File: src/core/pa_ctrl_pkg.sv
// What this block does
// Header address 0x3E opens ramp table access
// Eight one-byte entries, indexed by level select
// Index advances after each table byte
// Index wraps from seven back to zero
// Chip select high forces index to zero
// Host re-selects before reading back single write
// Burst bit and read/write bit steer access
// Sleep entry clears entries one through seven
// Shared pin tri-stated unless status programmed
// Chip select low: shared pin is serial out
// Serial modes: output zero becomes transmit input
// Test register picks temperature sensor availability
// Host restores test register before leaving idle
// Pin control only when enable bit set
// Host sets clock and data before select falls
// Select fall latches pins, issues state strobe
// Strobe only when it changes the state
// Power-down strobe waits for select release
// Select low is serial; wakes from sleep
// Header bit7 read/write, bit6 burst, six-bit address
// Pin control disabled: no strobe on select fall
// Select high: clock and data pins ignored
package pa_ctrl_pkg;

  // ****************************************************************
  // Serial header layout
  // ****************************************************************
  localparam int        HDR_RW_BIT    = 7;
  localparam int        HDR_BURST_BIT = 6;
  localparam int        HDR_ADDR_W    = 6;
  localparam logic [5:0] TABLE_ADDR   = 6'h3e;

  // ****************************************************************
  // Table and test register values
  // ****************************************************************
  localparam int         TABLE_DEPTH      = 8;
  localparam logic [7:0] TABLE_RESET      = 8'h00;
  localparam logic [7:0] TEST_REG_DEFAULT = 8'h7f;
  localparam logic [7:0] TEST_REG_IDLE    = 8'hbf;

  // ****************************************************************
  // Pin control codes, clock level then data level
  // ****************************************************************
  localparam logic [1:0] PC_POWER_DOWN = 2'h0;
  localparam logic [1:0] PC_TRANSMIT   = 2'h1;
  localparam logic [1:0] PC_IDLE       = 2'h2;
  localparam logic [1:0] PC_RECEIVE    = 2'h3;

  // ****************************************************************
  // Radio state reported by the main state machine
  // ****************************************************************
  typedef enum logic [2:0] {
    RS_SLEEP,
    RS_CRYSTAL_OFF,
    RS_IDLE,
    RS_RECEIVE,
    RS_TRANSMIT,
    RS_SYNTH_ON
  } radio_state_t;

endpackage

File: src/core/pa_table_and_pin_control.sv
`timescale 1ns/1ns
`default_nettype none
module pa_table_and_pin_control
  import pa_ctrl_pkg::*;
#(
  parameter int DEPTH = TABLE_DEPTH
) (
  input  wire logic        mclk_i,
  input  wire logic        rst_i,
  input  wire logic        ce_i,
  input  wire logic        chip_select_n_i,
  input  wire logic        sclk_i,
  input  wire logic        si_i,
  output logic             shared_status_out_o,
  output logic             shared_status_out_oe_o,
  input  wire logic        status_fn_en_i,
  input  wire logic        status_one_i,
  input  wire logic [7:0]  status_byte_i,
  input  wire logic        general_output_zero_i,
  output logic             general_output_zero_o,
  output logic             general_output_zero_oe_o,
  input  wire logic        status_zero_i,
  input  wire logic        serial_mode_i,
  output logic             tx_serial_data_o,
  input  wire logic [7:0]  test_control_reg_i,
  output logic             temp_sensor_en_o,
  input  wire logic        pin_ctrl_en_i,
  input wire radio_state_t radio_state_i,
  input  wire logic        sleep_entry_i,
  input  wire logic [2:0]  pa_level_select_i,
  output logic [7:0]       pa_setting_o,
  output logic             power_down_strobe_o,
  output logic             transmit_strobe_o,
  output logic             idle_strobe_o,
  output logic             receive_strobe_o,
  output logic             wake_o
);

  localparam int IW = $clog2(DEPTH);

  // ****************************************************************
  // Elaboration check
  // ****************************************************************
  if (DEPTH != TABLE_DEPTH) begin : g_bad_depth
    $error("Table depth must match the three-bit level select");
  end

  // ****************************************************************
  // State
  // ****************************************************************
  typedef enum logic {
    PH_HEADER,
    PH_DATA
  } phase_t;

  typedef struct packed {
    logic                  sel_n_m;
    logic                  sel_n_s;
    logic                  sel_n_p;
    logic                  sclk_m;
    logic                  sclk_s;
    logic                  sclk_p;
    logic                  si_m;
    logic                  si_s;
    logic                  gdo_m;
    logic                  gdo_s;
    phase_t                phase;
    logic [2:0]            bitcnt;
    logic [7:0]            sh_in;
    logic [7:0]            sh_out;
    logic [7:0]            next_out;
    logic                  reload;
    logic                  rw;
    logic                  burst;
    logic                  tbl;
    logic [IW-1:0]         idx;
    logic [DEPTH-1:0][7:0] table_q;
    logic                  pd_pend;
    logic                  pd_stb;
    logic                  tx_stb;
    logic                  idle_stb;
    logic                  rx_stb;
    logic                  wake;
    logic [7:0]            pa_set;
  } state_t;

  state_t q;
  state_t d;

  function automatic logic fell(input logic prev, input logic cur);
    return prev & ~cur;
  endfunction

  logic   cs_fall;
  logic   sclk_rise;
  logic   sclk_fall;
  logic [1:0] pc_code;
  logic [7:0] byte_in;
  logic [IW-1:0] idx_nx;

  assign cs_fall   = fell(q.sel_n_p, q.sel_n_s);
  assign sclk_rise = fell(q.sclk_s, q.sclk_p) & ~q.sel_n_s;
  assign sclk_fall = fell(q.sclk_p, q.sclk_s) & ~q.sel_n_s;
  assign pc_code   = {q.sclk_s, q.si_s};
  assign byte_in   = {q.sh_in[6:0], q.si_s};
  assign idx_nx    = q.idx + IW'(1);

  // ****************************************************************
  // Next state
  // ****************************************************************
  always_comb begin
    d = q;
    d.sel_n_m  = chip_select_n_i;
    d.sel_n_s  = q.sel_n_m;
    d.sel_n_p  = q.sel_n_s;
    d.sclk_m   = sclk_i;
    d.sclk_s   = q.sclk_m;
    d.sclk_p   = q.sclk_s;
    d.si_m     = si_i;
    d.si_s     = q.si_m;
    d.gdo_m    = general_output_zero_i;
    d.gdo_s    = q.gdo_m;
    d.pd_stb   = 1'b0;
    d.tx_stb   = 1'b0;
    d.idle_stb = 1'b0;
    d.rx_stb   = 1'b0;
    d.wake     = 1'b0;
    d.pa_set   = q.table_q[pa_level_select_i];

    if (q.sel_n_s) begin
      // Pin wiggles while deselected never reach the serial logic
      d.idx    = '0;
      d.phase  = PH_HEADER;
      d.bitcnt = 3'h0;
      d.reload = 1'b0;
      if (q.pd_pend) begin
        d.pd_stb  = 1'b1;
        d.pd_pend = 1'b0;
      end
    end

    if (cs_fall) begin
      d.sh_out = status_byte_i;
      if (radio_state_i == RS_SLEEP || radio_state_i == RS_CRYSTAL_OFF) begin
        d.wake = 1'b1;
      end
      if (pin_ctrl_en_i) begin
        case (pc_code)
          PC_POWER_DOWN: d.pd_pend  = radio_state_i != RS_SLEEP;
          PC_TRANSMIT:   d.tx_stb   = radio_state_i != RS_TRANSMIT;
          PC_IDLE:       d.idle_stb = radio_state_i != RS_IDLE;
          PC_RECEIVE:    d.rx_stb   = radio_state_i != RS_RECEIVE;
          default:       d.pd_pend  = q.pd_pend;
        endcase
      end
    end

    if (sclk_rise) begin
      d.sh_in  = byte_in;
      d.bitcnt = q.bitcnt + 3'h1;
      if (q.bitcnt == 3'h7) begin
        d.reload   = 1'b1;
        d.next_out = status_byte_i;
        if (q.phase == PH_HEADER) begin
          d.rw    = byte_in[HDR_RW_BIT];
          d.burst = byte_in[HDR_BURST_BIT];
          d.tbl   = byte_in[HDR_ADDR_W-1:0] == TABLE_ADDR;
          d.phase = PH_DATA;
          if (d.tbl && d.rw) begin
            d.next_out = q.table_q[q.idx];
          end
        end else begin
          if (q.tbl) begin
            if (!q.rw) begin
              d.table_q[q.idx] = byte_in;
            end
            d.idx = idx_nx;
            if (q.rw && q.burst) begin
              d.next_out = q.table_q[idx_nx];
            end
          end
          if (!q.burst) begin
            d.phase = PH_HEADER;
          end
        end
      end
    end

    if (sclk_fall) begin
      // Loading on the fall keeps the first bit of a byte valid before its rise
      if (q.reload) begin
        d.sh_out = q.next_out;
        d.reload = 1'b0;
      end else begin
        d.sh_out = {q.sh_out[6:0], 1'b0};
      end
    end

    if (sleep_entry_i) begin
      for (int i = 1; i < DEPTH; i++) begin
        d.table_q[i] = TABLE_RESET;
      end
    end
  end

  always_ff @(posedge mclk_i or posedge rst_i) begin
    if (rst_i) begin
      q         <= '0;
      q.sel_n_m <= 1'b1;
      q.sel_n_s <= 1'b1;
      q.sel_n_p <= 1'b1;
      q.phase   <= PH_HEADER;
    end else if (ce_i) begin
      q <= d;
    end
  end

  // ****************************************************************
  // Pins and outputs
  // ****************************************************************
  always_comb begin
    if (!q.sel_n_s) begin
      shared_status_out_oe_o = 1'b1;
      shared_status_out_o    = q.sh_out[7];
    end else begin
      shared_status_out_oe_o = status_fn_en_i;
      shared_status_out_o    = status_fn_en_i & status_one_i;
    end
  end

  // Transmit input uses the synchronised copy, so serial data lags the pin by two cycles
  assign general_output_zero_oe_o = ~(serial_mode_i && radio_state_i == RS_TRANSMIT);
  assign general_output_zero_o    = general_output_zero_oe_o & status_zero_i;
  assign tx_serial_data_o         = ~general_output_zero_oe_o & q.gdo_s;

  assign temp_sensor_en_o = (radio_state_i == RS_SYNTH_ON || radio_state_i == RS_RECEIVE
                             || radio_state_i == RS_TRANSMIT)
                            || (radio_state_i == RS_IDLE && test_control_reg_i == TEST_REG_IDLE);

  assign pa_setting_o        = q.pa_set;
  assign power_down_strobe_o = q.pd_stb;
  assign transmit_strobe_o   = q.tx_stb;
  assign idle_strobe_o       = q.idle_stb;
  assign receive_strobe_o    = q.rx_stb;
  assign wake_o              = q.wake;

  // ****************************************************************
  // Checks
  // ****************************************************************
  property p_idx_clear;
    @(posedge mclk_i) disable iff (rst_i)
    (ce_i && q.sel_n_s) |=> (q.idx == '0);
  endproperty
  a_idx_clear: assert property (p_idx_clear) else $error("Index not cleared while deselected");

  property p_idx_step;
    @(posedge mclk_i) disable iff (rst_i)
    (ce_i && sclk_rise && q.bitcnt == 3'h7 && q.phase == PH_DATA && q.tbl)
      |=> (q.idx == $past(idx_nx));
  endproperty
  a_idx_step: assert property (p_idx_step) else $error("Index did not advance");

  property p_idx_wrap;
    @(posedge mclk_i) disable iff (rst_i)
    (ce_i && sclk_rise && q.bitcnt == 3'h7 && q.phase == PH_DATA && q.tbl && q.idx == IW'(DEPTH - 1))
      |=> (q.idx == '0);
  endproperty
  a_idx_wrap: assert property (p_idx_wrap) else $error("Index did not wrap");

  property p_hdr_table;
    @(posedge mclk_i) disable iff (rst_i)
    (ce_i && sclk_rise && q.bitcnt == 3'h7 && q.phase == PH_HEADER && byte_in[HDR_ADDR_W-1:0] == TABLE_ADDR)
      |=> (q.tbl && q.phase == PH_DATA && q.rw == $past(byte_in[HDR_RW_BIT]));
  endproperty
  a_hdr_table: assert property (p_hdr_table) else $error("Table header not decoded");

  property p_sleep_clear;
    @(posedge mclk_i) disable iff (rst_i)
    (ce_i && sleep_entry_i) |=> (q.table_q[DEPTH-1] == TABLE_RESET && q.table_q[1] == TABLE_RESET
                                 && q.table_q[0] == $past(d.table_q[0]));
  endproperty
  a_sleep_clear: assert property (p_sleep_clear) else $error("Sleep entry kept upper entries");

  property p_so_drive;
    @(posedge mclk_i) disable iff (rst_i)
    !q.sel_n_s |-> (shared_status_out_oe_o && shared_status_out_o == q.sh_out[7]);
  endproperty
  a_so_drive: assert property (p_so_drive) else $error("Serial out not driven while selected");

  property p_so_float;
    @(posedge mclk_i) disable iff (rst_i)
    (q.sel_n_s && !status_fn_en_i) |-> !shared_status_out_oe_o;
  endproperty
  a_so_float: assert property (p_so_float) else $error("Shared pin driven by default");

  property p_tx_strobe;
    @(posedge mclk_i) disable iff (rst_i)
    (ce_i && cs_fall && pin_ctrl_en_i && pc_code == PC_TRANSMIT && radio_state_i != RS_TRANSMIT)
      |=> transmit_strobe_o ##1 !transmit_strobe_o;
  endproperty
  a_tx_strobe: assert property (p_tx_strobe) else $error("Transmit strobe missing");

  property p_no_restart;
    @(posedge mclk_i) disable iff (rst_i)
    (cs_fall && pc_code == PC_RECEIVE && radio_state_i == RS_RECEIVE) |=> !receive_strobe_o;
  endproperty
  a_no_restart: assert property (p_no_restart) else $error("Receive restarted");

  property p_pd_wait;
    @(posedge mclk_i) disable iff (rst_i)
    power_down_strobe_o |-> $past(q.sel_n_s) && $past(q.pd_pend);
  endproperty
  a_pd_wait: assert property (p_pd_wait) else $error("Power-down issued while selected");

  property p_pin_off;
    @(posedge mclk_i) disable iff (rst_i)
    (ce_i && cs_fall && !pin_ctrl_en_i && !q.pd_pend)
      |=> !(transmit_strobe_o || idle_strobe_o || receive_strobe_o || q.pd_pend);
  endproperty
  a_pin_off: assert property (p_pin_off) else $error("Strobe with pin control disabled");

  property p_temp_idle;
    @(posedge mclk_i) disable iff (rst_i)
    (radio_state_i == RS_IDLE) |-> (temp_sensor_en_o == (test_control_reg_i == TEST_REG_IDLE));
  endproperty
  a_temp_idle: assert property (p_temp_idle) else $error("Idle sensor setting ignored");

  // Clock and data moves while deselected must leave the byte logic untouched
  property p_desel_quiet;
    @(posedge mclk_i) disable iff (rst_i)
    (ce_i && q.sel_n_s) |=> (q.bitcnt == 3'h0 && $stable(q.sh_in));
  endproperty
  a_desel_quiet: assert property (p_desel_quiet) else $error("Serial logic moved while deselected");

  property p_wake;
    @(posedge mclk_i) disable iff (rst_i)
    (ce_i && cs_fall && (radio_state_i == RS_SLEEP || radio_state_i == RS_CRYSTAL_OFF)) |=> wake_o;
  endproperty
  a_wake: assert property (p_wake) else $error("No wake on select from sleep");

  property p_idle_strobe;
    @(posedge mclk_i) disable iff (rst_i)
    (ce_i && cs_fall && pin_ctrl_en_i && pc_code == PC_IDLE && radio_state_i != RS_IDLE)
      |=> idle_strobe_o;
  endproperty
  a_idle_strobe: assert property (p_idle_strobe) else $error("Idle strobe missing");

endmodule
`default_nettype wire

File: config.mk
export PLATFORM = sky130hd
export DESIGN_NAME = pa_table_and_pin_control
export DESIGN_NICKNAME = d
export VERILOG_FILES = /design/src/core/pa_ctrl_pkg.sv /design/src/core/pa_table_and_pin_control.sv
export SDC_FILE = /design/constraint.sdc
export NUM_CORES = 1
export LEC_CHECK = 0
export BUFFER_PORTS_ARGS = -buffer_cell sky130_fd_sc_hd__buf_4
export CAP_MARGIN = 10
export CORE_AREA = 2 2 134 136
export CTS_CLUSTER_DIAMETER = 30
export DETAILED_ROUTE_END_ITERATION = 10
export DIE_AREA = 0 0 136 138
export GPL_ROUTABILITY_DRIVEN = 0
export GPL_TIMING_DRIVEN = 0
export PLACE_DENSITY = 0.63
export SYNTH_ARGS = -nofsm -noshare
export SYNTH_HDL_FRONTEND = slang
export SYNTH_SLANG_ARGS = --single-unit
File: constraint.sdc
create_clock -name mclk_i -period 4.2 [get_ports mclk_i]
set_clock_uncertainty 0.1 [all_clocks]
set_input_delay 0.21 -clock mclk_i [delete_from_list [all_inputs] [get_ports mclk_i]]
set_output_delay 0.21 -clock mclk_i [all_outputs]
set_load 0.01 [all_outputs]
==> results.md <==
- Clk pwr share: 0.478
- Max_cap viols: 0
- Sequential fraction of the synthesis area: 0.4519
- CP peak stage delay: 0.63 ns
- Post-Syn Nets: 637
- Arrival time worst endpoint: 3.17 ns
- Worst Tran Pin Value: 1.101 ns
- Iter 0 DRT Violations: 699
- Largest net degree at the start of global routing: 83
- Synth async-reset ratio: 1.000
- Most instantiated cells after synthesis: dfrtp_1, nand2_1, a22o_1
- Vias per cell: 6.186
- Placed Area: 7451 sq um
- Nature of the critical path startpoint: register
- Static Leak: 3.453 nW
- Die Area: 18770 sq um
- CTS tree: built
- Hold Path Stages: 3
- GRT Util Overall: 0.2293
- Status: complete, no violations
- Nets: 717
- Vias in the first global route: 5630
- Design Area, Final: 8185 sq um
- Synth cell types: 53
- Overflow after GRT: 0
- P per Cell Area: 401.6 nW/um^2
- Maximum VDD drop: 0.3185 mV
- Worst path slowest cell: buf_1
- Register bit total from synthesis: 122
- Syn Inst Count: 599
- Total vias in the final route: 5691
- Final HPWL from detailed placement: 14.77 mm
- Routed WL: 20.82 mm
- EDFF count, synth: 0
- HP Start: radio_state_i[0]
- I/O Buffers: 49
- H-tree depth: 4
- CTS resizes: 0
- Row cnt: 49
- Wire per inst: 22.63 um
- Final Hold Fails: 0
- Initial antenna violation count: 0
- CP Data Required Time: 4.40 ns
- Final period util: 0.7083
- Cell depth of the worst flop-to-flop path: 7
- Worst r2r src: q[78]$_DFFE_PP0P_
- Clock Path Buffers: 2
- WHS: 0.02843 ns
- Placed Instances: 878
- RSZ-0062 raised after global routing: no
- Switching power: 0.0008293 W
- Layout area overhead: 21.01%
- First-pass GRT wire length: 32.37 mm
- Die Wd: 136 um
- Critical path type: register to register
- CTS Sinks: 122
- Hold Crit Class: input port to register
- Yosys warnings: 0
- Worst-Skew Late Latency: 0.42 ns
- Most used flip-flop cell after synthesis: dfrtp_1
- Ratio of cells with drive above 1 in the final layout: 0.2489
- Io pins: 54
- Syn avg cell area: 11.29 sq um
- Top cell type's share of synthesized area: 0.4403
- Initial core utilization: 0.3858
- Root Driver: clkbuf_16
- Max-Slew Margin vs Limit: 0.2638
- WHS Endpoint: q[13]$_DFFE_PP0P_
- Final-report setup violation count: 0
- Crit path cell chain: ha_1 > buf_2 > buf_1 > mux4_2 > mux2i_1 > a21oi_1 > a211o_1
- Post-route DRC violation count: 0
- Register-to-register setup slack: 1.23 ns
- Cell type with the largest total area after synthesis: dfrtp_1
- Core Footprint: 17530 sq um
- Die Span Y: 138 um
- Pint: 0.002458 W
- Switch share: 0.2523
- FILL cells: 1600
- Ranking of synthesized cells by area: dfrtp_1, mux4_2, mux2i_1, a22o_1, nand2_1
- Total CTS buffers: 17
- RR Endpoint: q[92]$_DFFE_PP0P_
- Worst-path clk slew: 0.06 ns
- Combinational share of power: 0.123
- Final min period: 2.975 ns
- Peak Freq: 336.1 MHz
- Sequential Power Share: 0.398
- DRT Pass-1 Iters: 5
- Final cell count without fillers: 920
- Antenna Nets Post-Route: 0
- Slew Viols, Final: 0
- Worst Setup End Kind: register
- Crit Path Max Fanout: 10
- Post-synthesis cell area: 6764 sq um
- Inserted Diodes: 0
- Most frequent cell after synthesis: dfrtp_1
## layout make-up
type,count,area (sq um),share of cell area
clock buffers,22,454.2,0.05549
plain buffers,58,280.3,0.03424
inverters,10,42.54,0.005197
repair buffers,61,505.5,0.06175
multi-input cells,409,3390,0.4141
clock inverters,9,170.2,0.02079
well taps,229,286.5,0.03500
flip-flops and latches,122,3057,0.3734
## power groups by stage
stage          Sequential [W]  Combinational (W)  Clock [W]
2_1_floorplan         0.00131           0.000234          0
3_3_place_gp          0.00133           0.000373          0
3_5_place_dp          0.00133           0.000390          0
4_1_cts               0.00131           0.000405    0.00158
5_1_grt               0.00132           0.000443    0.00164
6_report              0.00131           0.000405    0.00157
## per-layer routing
layer | part of all wire | global-route usage | vias up
met5 | 0 | 0 | -
met4 | 0.042 | 0.1124 | 0
met3 | 0.099 | 0.06307 | 54
met2 | 0.46 | 0.3536 | 353
met1 | 0.40 | 0.2975 | 2839
li1 | - | - | 2445
## cells in the final DEF, fill, tap and decap left out, types with 19 or more instances in the layout
| master | Yosys | routed |
|---|---|---|
| dfrtp_1 | 119 | 119 |
| nand2_1 | 72 | 72 |
| buf_4 | 9 | 58 |
| a22o_1 | 38 | 38 |
| mux2i_1 | 37 | 37 |
| o21ai_0 | 35 | 35 |
| clkbuf_1 | 30 | 34 |
| mux4_2 | 34 | 34 |
| a32o_1 | 24 | 24 |
| mux2_2 | 21 | 21 |
| nor2_1 | 19 | 19 |
## worst max-delay path: cells and delay by family (launching register included)
family / cells / cell delay (ns)
multiplexers: 2 / 0.73
flip-flops: 1 / 0.39
AO/OA/AOI/OAI: 2 / 0.44
buffers and inverters: 2 / 0.92
adder cells (fa/ha/maj): 1 / 0.27
## stage by stage
step	TNS, ns	total power (W)	setup slack [ns]	util
final	0	0.003287	1.225	0.4668
after floorplan	0	0.001547	0.6524	-
after detailed placement	0	0.001718	1.395	0.4249
after global placement	-64.67	0.001699	-0.5560	0.4231
after CTS	0	0.003297	1.336	0.4668
after global routing	0	0.003403	1.189	0.4668
## sequential cells by signal, summed over array words and instances, names as in the netlist
| name | flops |
|---|---|
| d | 6 |
| q | 95 |
| receive_strobe_o | 1 |
| transmit_strobe_o | 1 |
| power_down_strobe_o | 1 |
| pa_setting_o | 8 |
| wake_o | 1 |
| idle_strobe_o | 1 |
| byte_in | 8 |
## worst max-delay path by stage
| stage | from | endpoint | cells after the start |
|---|---|---|---|
| 2_1_floorplan | rst_i | byte_in[0]$_DFFE_PP0P_ | 1 |
| 3_3_place_gp | rst_i | q[96]$_DFFE_PP0P_ | 2 |
| 3_5_place_dp | q[78]$_DFFE_PP0P_ | q[92]$_DFFE_PP0P_ | 7 |
| 4_1_cts | q[78]$_DFFE_PP0P_ | q[92]$_DFFE_PP0P_ | 7 |
| 5_1_grt | q[78]$_DFFE_PP0P_ | q[92]$_DFFE_PP0P_ | 7 |
| 6_report | q[78]$_DFFE_PP0P_ | q[92]$_DFFE_PP0P_ | 7 |
## repair_timing
item | in CTS | in global routing
hold buffers | 11 | 0
endpoints found under the hold margin | 50 | 0
buffers inserted | 0 | 0
## kinds of logic (layout without fill, tap and decap cells)
group,count (synthesis),after routing,synth area share
AO/OA/AOI/OAI,158,158,0.1722
XOR/XNOR,1,1,0.001295
adder cells (fa/ha/maj),3,3,0.005550
buffers and inverters,68,160,0.04698
flip-flops,122,122,0.4519
multiplexers,92,92,0.2029
AND/OR/NAND/NOR,155,155,0.1191
Note: power is estimated with default switching activity, not from simulation.
